[src/hdl/ppq_pkg.sv]
// package: register map, field layout and reset values of the ptp priority and queue map block
package ppq_pkg;
    // ==========================================
    // register word indices; byte address = 4 * index
    localparam logic [11:0] PPQ_IDX_EVENT = 12'h37C;
    localparam logic [11:0] PPQ_IDX_NONEVENT = 12'h37D;
    localparam logic [11:0] PPQ_IDX_QUEUE = 12'h390;
    localparam int PPQ_ADDR_W = 12;
    // ==========================================
    // field positions
    localparam int PPQ_OVR_BIT = 7;
    localparam int PPQ_PRIO_MSB = 3;
    localparam int PPQ_MAP_MSB = 7;
    localparam int PPQ_MAP_LSB = 6;
    localparam int PPQ_MEMB_BIT = 1;
    localparam int PPQ_QRSV_MSB = 5;
    localparam int PPQ_QRSV_LSB = 2;
    localparam int PPQ_QRSV0_BIT = 0;
    // ==========================================
    // reset values
    localparam logic PPQ_OVR_RST = 1'h0;
    localparam logic [3:0] PPQ_PRIO_RST = 4'hF;
    localparam logic [1:0] PPQ_MAP_RST = 2'h2;
    localparam logic PPQ_MEMB_RST = 1'h1;
    localparam logic [3:0] PPQ_QRSV_RST = 4'h0;
    // ==========================================
    // two-queue map codes
    localparam logic [1:0] PPQ_MAP_P3 = 2'h0;
    localparam logic [1:0] PPQ_MAP_P23 = 2'h2;
    localparam logic [1:0] PPQ_MAP_P123 = 2'h3;
    // ==========================================
    // frame classes
    typedef enum logic [1:0] {PPQ_CLS_OTHER, PPQ_CLS_EVENT, PPQ_CLS_NONEVENT} ppq_class_t;
endpackage : ppq_pkg

[src/hdl/ppq_cfg_if.sv]
// interface: configuration fields handed from the register bank to the frame decision logic
`timescale 1ns/100ps
`default_nettype none
interface ppq_cfg_if;
    logic ev_ovr;
    logic [3:0] ev_prio;
    logic ne_ovr;
    logic [3:0] ne_prio;
    logic [1:0] two_queue_priority_map;
    logic memb_discard;
    modport bank (output ev_ovr, ev_prio, ne_ovr, ne_prio, two_queue_priority_map, memb_discard);
    modport user (input ev_ovr, ev_prio, ne_ovr, ne_prio, two_queue_priority_map, memb_discard);
endinterface : ppq_cfg_if
`default_nettype wire

[src/hdl/ppq_decide.sv]
// frame decision: ptp priority override, two-queue mapping, membership restriction
`timescale 1ns/100ps
`default_nettype none
module ppq_decide
    import ppq_pkg::*;
(
    // clock and reset
    input wire logic mclk_i,
    input wire logic rst_i,
    // configuration
    ppq_cfg_if.user cfg,
    // frame request
    input wire logic frm_valid_i,
    input wire ppq_pkg::ppq_class_t frm_class_i,
    input wire logic [3:0] frm_qos_prio_i,
    input wire logic [1:0] frm_regen_prio_i,
    input wire logic frm_single_dest_i,
    input wire logic frm_mirrored_i,
    input wire logic mirror_en_i,
    input wire logic [6:0] frm_dest_map_i,
    input wire logic [6:0] frm_memb_map_i,
    // decision
    output logic dec_valid_o,
    output logic [3:0] dec_prio_o,
    output logic dec_high_queue_o,
    output logic [6:0] dec_fwd_map_o,
    output logic dec_drop_o
);
    logic [3:0] prio_next;
    logic high_next;
    logic [6:0] fwd_next;
    logic drop_next;
    logic restrict_c;

    // ==========================================
    // priority choice
    always_comb
    begin
        prio_next = frm_qos_prio_i;
        case (frm_class_i)
            PPQ_CLS_EVENT:
            begin
                if (cfg.ev_ovr)
                begin
                    prio_next = cfg.ev_prio;
                end
            end
            PPQ_CLS_NONEVENT:
            begin
                if (cfg.ne_ovr)
                begin
                    prio_next = cfg.ne_prio;
                end
            end
            default:
            begin
                prio_next = frm_qos_prio_i;
            end
        endcase
    end

    // ==========================================
    // two-queue mapping; code 01 undefined, treated like reset map
    always_comb
    begin
        case (cfg.two_queue_priority_map)
            PPQ_MAP_P3: high_next = (frm_regen_prio_i == 2'h3);
            PPQ_MAP_P123: high_next = (frm_regen_prio_i != 2'h0);
            default: high_next = frm_regen_prio_i[1];
        endcase
    end

    // ==========================================
    // membership restriction
    always_comb
    begin
        restrict_c = cfg.memb_discard || !frm_single_dest_i;
        fwd_next = restrict_c ? (frm_dest_map_i & frm_memb_map_i) : frm_dest_map_i;
        drop_next = !cfg.memb_discard && frm_single_dest_i && mirror_en_i && frm_mirrored_i;
        if (drop_next)
        begin
            fwd_next = 7'h00;
        end
    end

    // ==========================================
    // registered decision, one cycle after the request
    always_ff @(posedge mclk_i)
    begin
        if (rst_i)
        begin
            dec_valid_o <= 1'b0;
            dec_prio_o <= 4'h0;
            dec_high_queue_o <= 1'b0;
            dec_fwd_map_o <= 7'h00;
            dec_drop_o <= 1'b0;
        end
        else
        begin
            dec_valid_o <= frm_valid_i;
            dec_prio_o <= prio_next;
            dec_high_queue_o <= high_next;
            dec_fwd_map_o <= fwd_next;
            dec_drop_o <= drop_next && frm_valid_i;
        end
    end
endmodule : ppq_decide
`default_nettype wire

[src/hdl/ppq_top.sv]
// top: avalon-mm register bank for ptp priority override and queue mapping
//
// Local design decision: the Avalon-MM interface to the registers.
`timescale 1ns/100ps
`default_nettype none
module ppq_top
    import ppq_pkg::*;
(
    // clock and reset
    input wire logic mclk_i,
    input wire logic rst_i,
    // avalon-mm slave
    input wire logic [13:0] avs_address_i,
    input wire logic avs_read_i,
    input wire logic avs_write_i,
    input wire logic [31:0] avs_writedata_i,
    input wire logic [3:0] avs_byteenable_i,
    output logic [31:0] avs_readdata_o,
    output logic avs_waitrequest_o,
    // frame request
    input wire logic frm_valid_i,
    input wire ppq_pkg::ppq_class_t frm_class_i,
    input wire logic [3:0] frm_qos_prio_i,
    input wire logic [1:0] frm_regen_prio_i,
    input wire logic frm_single_dest_i,
    input wire logic frm_mirrored_i,
    input wire logic mirror_en_i,
    input wire logic [6:0] frm_dest_map_i,
    input wire logic [6:0] frm_memb_map_i,
    // decision
    output logic dec_valid_o,
    output logic [3:0] dec_prio_o,
    output logic dec_high_queue_o,
    output logic [6:0] dec_fwd_map_o,
    output logic dec_drop_o
);
    import ppq_pkg::*;

    logic ev_ovr_reg;
    logic [3:0] ev_prio_reg;
    logic ne_ovr_reg;
    logic [3:0] ne_prio_reg;
    logic [1:0] map_reg;
    logic memb_reg;
    logic [3:0] qrsv_reg;
    logic qrsv0_reg;
    logic ack_reg;
    logic [31:0] rdata_next;
    logic [PPQ_ADDR_W-1:0] idx;
    logic req;
    logic wr_go;

    ppq_cfg_if cfg ();

    // ==========================================
    // bus decode: word index from byte address
    assign idx = avs_address_i[13:2];
    assign req = (avs_read_i || avs_write_i) && !ack_reg;
    assign wr_go = avs_write_i && !ack_reg;

    // one wait cycle: answer taken at the second edge of each request
    always_ff @(posedge mclk_i)
    begin
        if (rst_i)
        begin
            ack_reg <= 1'b0;
        end
        else
        begin
            ack_reg <= req;
        end
    end

    always_ff @(posedge mclk_i)
    begin
        if (rst_i)
        begin
            avs_waitrequest_o <= 1'b1;
        end
        else
        begin
            avs_waitrequest_o <= !req;
        end
    end

    // ==========================================
    // event priority register
    always_ff @(posedge mclk_i)
    begin
        if (rst_i)
        begin
            ev_ovr_reg <= PPQ_OVR_RST;
            ev_prio_reg <= PPQ_PRIO_RST;
        end
        else if (wr_go && idx == PPQ_IDX_EVENT && avs_byteenable_i[0])
        begin
            ev_ovr_reg <= avs_writedata_i[PPQ_OVR_BIT];
            ev_prio_reg <= avs_writedata_i[PPQ_PRIO_MSB:0];
        end
    end

    // ==========================================
    // non-event priority register
    always_ff @(posedge mclk_i)
    begin
        if (rst_i)
        begin
            ne_ovr_reg <= PPQ_OVR_RST;
            ne_prio_reg <= PPQ_PRIO_RST;
        end
        else if (wr_go && idx == PPQ_IDX_NONEVENT && avs_byteenable_i[0])
        begin
            ne_ovr_reg <= avs_writedata_i[PPQ_OVR_BIT];
            ne_prio_reg <= avs_writedata_i[PPQ_PRIO_MSB:0];
        end
    end

    // ==========================================
    // queue management register; bits 5:2 and 0 are plain storage
    always_ff @(posedge mclk_i)
    begin
        if (rst_i)
        begin
            map_reg <= PPQ_MAP_RST;
            memb_reg <= PPQ_MEMB_RST;
            qrsv_reg <= PPQ_QRSV_RST;
            qrsv0_reg <= 1'b0;
        end
        else if (wr_go && idx == PPQ_IDX_QUEUE && avs_byteenable_i[0])
        begin
            map_reg <= avs_writedata_i[PPQ_MAP_MSB:PPQ_MAP_LSB];
            memb_reg <= avs_writedata_i[PPQ_MEMB_BIT];
            qrsv_reg <= avs_writedata_i[PPQ_QRSV_MSB:PPQ_QRSV_LSB];
            qrsv0_reg <= avs_writedata_i[PPQ_QRSV0_BIT];
        end
    end

    // ==========================================
    // read mux; unmapped words read zero
    always_comb
    begin
        rdata_next = 32'h0000_0000;
        case (idx)
            PPQ_IDX_EVENT:
            begin
                rdata_next[PPQ_OVR_BIT] = ev_ovr_reg;
                rdata_next[PPQ_PRIO_MSB:0] = ev_prio_reg;
            end
            PPQ_IDX_NONEVENT:
            begin
                rdata_next[PPQ_OVR_BIT] = ne_ovr_reg;
                rdata_next[PPQ_PRIO_MSB:0] = ne_prio_reg;
            end
            PPQ_IDX_QUEUE:
            begin
                rdata_next[PPQ_MAP_MSB:PPQ_MAP_LSB] = map_reg;
                rdata_next[PPQ_QRSV_MSB:PPQ_QRSV_LSB] = qrsv_reg;
                rdata_next[PPQ_MEMB_BIT] = memb_reg;
                rdata_next[PPQ_QRSV0_BIT] = qrsv0_reg;
            end
            default:
            begin
                rdata_next = 32'h0000_0000;
            end
        endcase
    end

    always_ff @(posedge mclk_i)
    begin
        if (rst_i)
        begin
            avs_readdata_o <= 32'h0000_0000;
        end
        else if (avs_read_i && !ack_reg)
        begin
            avs_readdata_o <= rdata_next;
        end
    end

    // ==========================================
    // configuration hand-off
    assign cfg.ev_ovr = ev_ovr_reg;
    assign cfg.ev_prio = ev_prio_reg;
    assign cfg.ne_ovr = ne_ovr_reg;
    assign cfg.ne_prio = ne_prio_reg;
    assign cfg.two_queue_priority_map = map_reg;
    assign cfg.memb_discard = memb_reg;

    ppq_decide u_decide (
        .mclk_i(mclk_i),
        .rst_i(rst_i),
        .cfg(cfg),
        .frm_valid_i(frm_valid_i),
        .frm_class_i(frm_class_i),
        .frm_qos_prio_i(frm_qos_prio_i),
        .frm_regen_prio_i(frm_regen_prio_i),
        .frm_single_dest_i(frm_single_dest_i),
        .frm_mirrored_i(frm_mirrored_i),
        .mirror_en_i(mirror_en_i),
        .frm_dest_map_i(frm_dest_map_i),
        .frm_memb_map_i(frm_memb_map_i),
        .dec_valid_o(dec_valid_o),
        .dec_prio_o(dec_prio_o),
        .dec_high_queue_o(dec_high_queue_o),
        .dec_fwd_map_o(dec_fwd_map_o),
        .dec_drop_o(dec_drop_o)
    );
endmodule : ppq_top
`default_nettype wire

[config.mk]
export PLATFORM = sky130hd
export DESIGN_NAME = ppq_top
export DESIGN_NICKNAME = d
export VERILOG_FILES = /design/src/hdl/ppq_pkg.sv /design/src/hdl/ppq_cfg_if.sv /design/src/hdl/ppq_decide.sv /design/src/hdl/ppq_top.sv
export SDC_FILE = /design/constraint.sdc
export NUM_CORES = 1
export LEC_CHECK = 0
export BUFFER_PORTS_ARGS = -buffer_cell sky130_fd_sc_hd__buf_2
export CAP_MARGIN = 10
export CORE_MARGIN = 10
export CORE_UTILIZATION = 43
export DETAILED_ROUTE_END_ITERATION = 8
export GPL_TIMING_DRIVEN = 0
export PLACE_DENSITY_LB_ADDON = 0.12
export SETUP_SLACK_MARGIN = 0.5
export SLEW_MARGIN = 10
export SYNTH_ARGS = -nofsm -noshare
export SYNTH_HDL_FRONTEND = slang
export SYNTH_SLANG_ARGS = --single-unit
[constraint.sdc]
create_clock -name mclk_i -period 1.9 [get_ports mclk_i]
set_input_delay 0.38 -clock mclk_i [delete_from_list [all_inputs] [get_ports mclk_i]]
set_output_delay 0.38 -clock mclk_i [all_outputs]
set_load 0.01 [all_outputs]
# Yosys cells after proc, flatten, opt, wreduce, memory -nomap -nowiden
# Index checks and enable logic that the tools add are counted.
dict set report classes {
  bitwise 1
  muxes 8
  eq_ne 7
  reduce_logical 22
}
# operator count
set op_table {}
lappend op_table {{12-bit by 10-bit == test with 1-bit output, second input constant} 3}
lappend op_table {{1-bit logical AND} 13}
lappend op_table {{4-bit one-hot mux with 3 select lines} 1}
lappend op_table {{4-bit two-way mux} 2}
lappend op_table {{4-bit one-hot mux with 2 select lines} 1}
lappend op_table {{7-bit AND} 1}
lappend op_table {{7-bit two-way mux} 1}
lappend op_table {{2-bit == test, second input constant} 3}
lappend op_table {{1-bit logical NOT} 4}
lappend op_table {{3-bit two-way mux} 1}
lappend op_table {{1-bit one-hot mux with 3 select lines} 1}
lappend op_table {{2-bit by 1-bit == test with 1-bit output, second input constant} 1}
lappend op_table {{2-bit logical NOT} 1}
lappend op_table {{1-bit logical OR} 2}
lappend op_table {{1-bit one-hot mux with 2 select lines} 1}
lappend op_table {{2-bit nonzero test} 1}
lappend op_table {{2-bit OR reduction} 1}
dict set report totals {
  input_bits 80
  regBits 42
  elab_cells 54
  out_inout_bits 47
}

# Longest topological paths before layout
dict set report depth {
  depth_word 5
  ltp_mapped 7
  depth_no_buf 6
}

# Hierarchy
# Synthesis repeated with hierarchy kept, for this count alone.
dict set report unflattened {
  cells_unflattened 209
  hier_area_um2 2067.0
}
# module seq_area_each_um2 cells_each instances area_each_um2
set modules_own_cells {}
lappend modules_own_cells {ppq_top 560.5 143 1 1431.4}
lappend modules_own_cells {ppq_decide 280.3 66 1 635.6}

# Worst setup path after synthesis
# No wires, ideal clock.
dict set report synth_timing {
  path_kind {input to register}
  from {input port avs_address_i[2]}
  to {register avs_readdata_o[0]}
  arrival_time_ns 1.567
  t_required_ns 1.840
  setup_time_ns 0.060
  path_stages 5
  path_buffers 1
  path_slack_ns 0.273
  path_cell_list {buf_6 -> nor4_4 -> nand3b_2 -> a2111oi_4 -> a22o_1}
}
dict set report synth_via {
  elab_chain_cells 2
  elab_cells_between_ends 4
}
# item line_no
set synth_lines {}
lappend synth_lines {{from (decl)} ppq_top.sv:13} ;# input wire logic [13:0] avs_address_i,
lappend synth_lines {{12-bit by 10-bit == test with 1-bit output} ppq_top.sv:143} ;# case (idx)
lappend synth_lines {{4-bit one-hot mux with 3 select lines *} ppq_top.sv:143}
lappend synth_lines {{to (signal assigned)} ppq_top.sv:176} ;# avs_readdata_o <= rdata_next;
lappend synth_lines {{to (decl)} ppq_top.sv:18} ;# output logic [31:0] avs_readdata_o,
# Mark *: on every way between the ends. The rest lies on a longest branch, timed or not.
# A chain may end at the register's enable or synchronous reset.

# Worst setup path after layout
dict set report layout_timing {
  from {input port avs_address_i[4]}
  to {register avs_readdata_o[0]}
}
# The elaborated chain is that of the path after synthesis.

==> out/qor.csv <==
metric,value,unit
cts bufs inserted,5,
first-pass GRT wire length,8.431,mm
CP Capture Type,flip-flop,
Max stage delay on crit path,0.47,ns
# port buffers,71,
TritonCTS clock tree,built,
# H-tree levels,2,
Post-Syn Area,2087,sq um
maximum vdd drop,458.3,uV
Synthesis Warnings,0,
kind of critical path,input port to flip-flop,
Yosys cell types,35,
CP Launch Type,input port,
Fillers,427,
final setup margin,0.5124,ns
DRT Pass-1 Iters,4,
Slew Limit Headroom,64.36,%
register area,840.8,sq um
number of global-route vias before repair,1855,
"Slowest-stage cell, CP",a2111oi_4,
Static Leak,1.412,nW
Total GRT Usage,13.48,%
cell family with most CP delay,compound AO/OA/AOI/OAI gates,
grt met3 use,7.852,%
Synth Instances,223,
"Data arrival, critical path",1.62,ns
ratio of cells with drive above 1 in the final layout,38.07,%
synthesized area per cell,9.359,sq um
via count,1808,
CP Buf/Inv Count,1,
P per Cell Area,614.6,nW/um^2
1st-iter DRT viols,69,
initial antenna violation count,0,
Root Driver,clkbuf_8,
die height,89.67,um
status,completed,
Multi-input gate area,1115,sq um
max-slew violations,0,
Clock Latency Late Sink,0.29,ns
period utilisation layout,73.03,%
# diodes,0,
die area,8040,sq um
met1 Use GR,15.19,%
pre-CTS WS,0.1284,ns
CP cell instances,buf_6 -> nor4_4 -> nand3b_4 -> a2111oi_4 -> a22o_1,
total core area,4723,sq um
Area Growth Syn to Fin,35.91,%
max frequency,0.7207,GHz
"Clk pin slew, worst setup/hold paths",0.07,ns
Crit path required time,2.14,ns
"Setup violations, final",0,
Post-CTS Hold Fix Bufs,0,
Slew @ Worst Pin,0.5346,ns
max reg flops,8,
gpl congestion,0.7396,
Detailed Place HPWL,4.256,mm
total gr overflow,0,
grt met2 use,21.04,%
"Core Util, Final",60.05,%
Std-Cell Rows,25,
PnR Total Power,1.743,mW
CTS Sinks,42,
Nets,414,
unrepaired setup endpoints after global routing,yes,
DR WL/cell,13.35,um
maxcap violations,0,
Starting Density,44.19,%
CTS Buffer Depth,2,
critical path peak fanout,5,
chip width,89.67,um
DRC viols,0,
setup TNS,0,ns
IO Pins,127,
Most Crowded Layer GR,met2,
Largest regs,"avs_readdata_o: 8 flops, u_decide.dec_fwd_map_o: 7 flops",
Routed Wire Length,5.313,mm
post-layout minimum cycle time,1.388,ns
worst min path class,input port to flip-flop,
largest net degree at the start of global routing,13,
Post-DRT Antenna Nets,0,
vias per cell,4.543,
sequential area share after synthesis,40.29,%
most flop-heavy register,avs_readdata_o,
synthesis-stage register bit count,42,
clock skew,0.007646,ns
final hold viol count,0,
layout by cell type, fill, tap and decap left out, types with 2 or more instances in the layout:
master,instances
a21oi_1,5
a22o_1,5
a22oi_1,4
a2bb2oi_1,4
a32oi_1,3
buf_1,2
buf_2,69
buf_4,27
buf_6,6
clkbuf_1,4
clkbuf_2,2
clkbuf_8,6
conb_1,24
dfxtp_1,42
ha_1,4
inv_1,11
mux2i_1,23
nand2_1,7
nand2b_1,10
nand4_1,2
nor2_1,30
nor2b_1,3
nor3_4,2
nor3b_1,2
o21ai_0,10
o22ai_1,5
o2bb2ai_1,4
per-layer routing:
metal | vias to the layer above | part of all wire (%)
met1 | 800 | 41
met2 | 65 | 47
met5 | - | 0
met3 | 4 | 11
met4 | 0 | 0.77
li1 | 939 | -
per-stage QoR:
| step | instances | hold slack, ns | area [sq um] |
|---|---|---|---|
| 3_5_place_dp | 384 | 0.4631 | 2625 |
| 2_1_floorplan | 246 | 0.4632 | 2186 |
| 4_1_cts | 396 | 0.3092 | 2766 |
| 6_report | 398 | 0.3212 | 2836 |
| 5_1_grt | 398 | 0.3090 | 2836 |
| 3_3_place_gp | 384 | 0.4624 | 2625 |
timing repair:
action                     4_1_cts  5_1_grt
pin swaps                        3        7
setup endpoints to repair       25       26
resized for setup                2       13
gates cloned                     0        0
setup buffers                    4        2
worst paths after layout:
check                           cells past startpoint         startpoint                   endpoint  slack, ns
worst max-delay path                                5   avs_address_i[4]          avs_readdata_o[0]       0.51
worst min-delay path                                3  frm_dest_map_i[6]  u_decide.dec_fwd_map_o[6]       0.32
worst max register to register                      5            ack_reg             cfg.ev_prio[3]       0.57
worst min register to register                      1  avs_readdata_o[7]          avs_readdata_o[7]       0.48
tightest hold or removal path, stage by stage:
cell and delay [ns]:
buf_2 0.09, o21ai_0 0.06, nor2_1 0.04
cell families after synthesis:
logic type	after synthesis	share of synthesized area, %
buffers and inverters	44	12.65
other	1	0.1797
and+or+nand+nor	68	18.88
muxes	23	11.03
AOI/OAI and AO/OA	41	14.57
DFF	42	40.29
adders and majority gates	4	2.398
cell usage after synthesis:
cell type / n / area share [%]
dfxtp_1: 42 / 40
nor2_1: 30 / 5.4
buf_4: 24 / 8.6
mux2i_1: 23 / 11
inv_1: 11 / 2.0
nand2b_1: 11 / 3.3
o21ai_0: 10 / 2.4
nand2_1: 7 / 1.3
a21oi_1: 5 / 1.2
a22o_1: 5 / 2.1
clkbuf_1: 5 / 0.90
nor2b_1: 5 / 1.5
o22ai_1: 5 / 1.5
a22oi_1: 4 / 1.4
a2bb2oi_1: 4 / 1.7
ha_1: 4 / 2.4
o2bb2ai_1: 4 / 1.7
a32oi_1: 3 / 1.3
buf_1: 2 / 0.36
nand4_1: 2 / 0.60
nor3_4: 2 / 1.6
nor3b_1: 2 / 0.72
a2111oi_4: 1 / 1.3
and3b_2: 1 / 0.48
and4b_1: 1 / 0.48
buf_2: 1 / 0.24
buf_6: 1 / 0.54
conb_1: 1 / 0.18
nand3_1: 1 / 0.24
nand3b_2: 1 / 0.54
nand4_2: 1 / 0.60
nor4_4: 1 / 1.0
nor4b_1: 1 / 0.42
nor4bb_1: 1 / 0.48
or2_2: 1 / 0.30
report_power, final:
part / total, mW / internal, mW / switching [mW]
registers: 0.903 / 0.898 / 0.00501
clock network: 0.584 / 0.293 / 0.291
logic: 0.256 / 0.126 / 0.130
area by class of cell:
type | instances | share of cell area (%)
Buffer | 33 | 8.161
Clock buffer | 7 | 3.044
Clock inverter | 1 | 0.1764
Inverter | 11 | 1.456
Multi-Input combinational cell | 160 | 39.30
Sequential cell | 42 | 29.64
Tap cell | 67 | 2.955
Timing Repair Buffer | 77 | 15.26
Power figures use the tool's default switching activity.
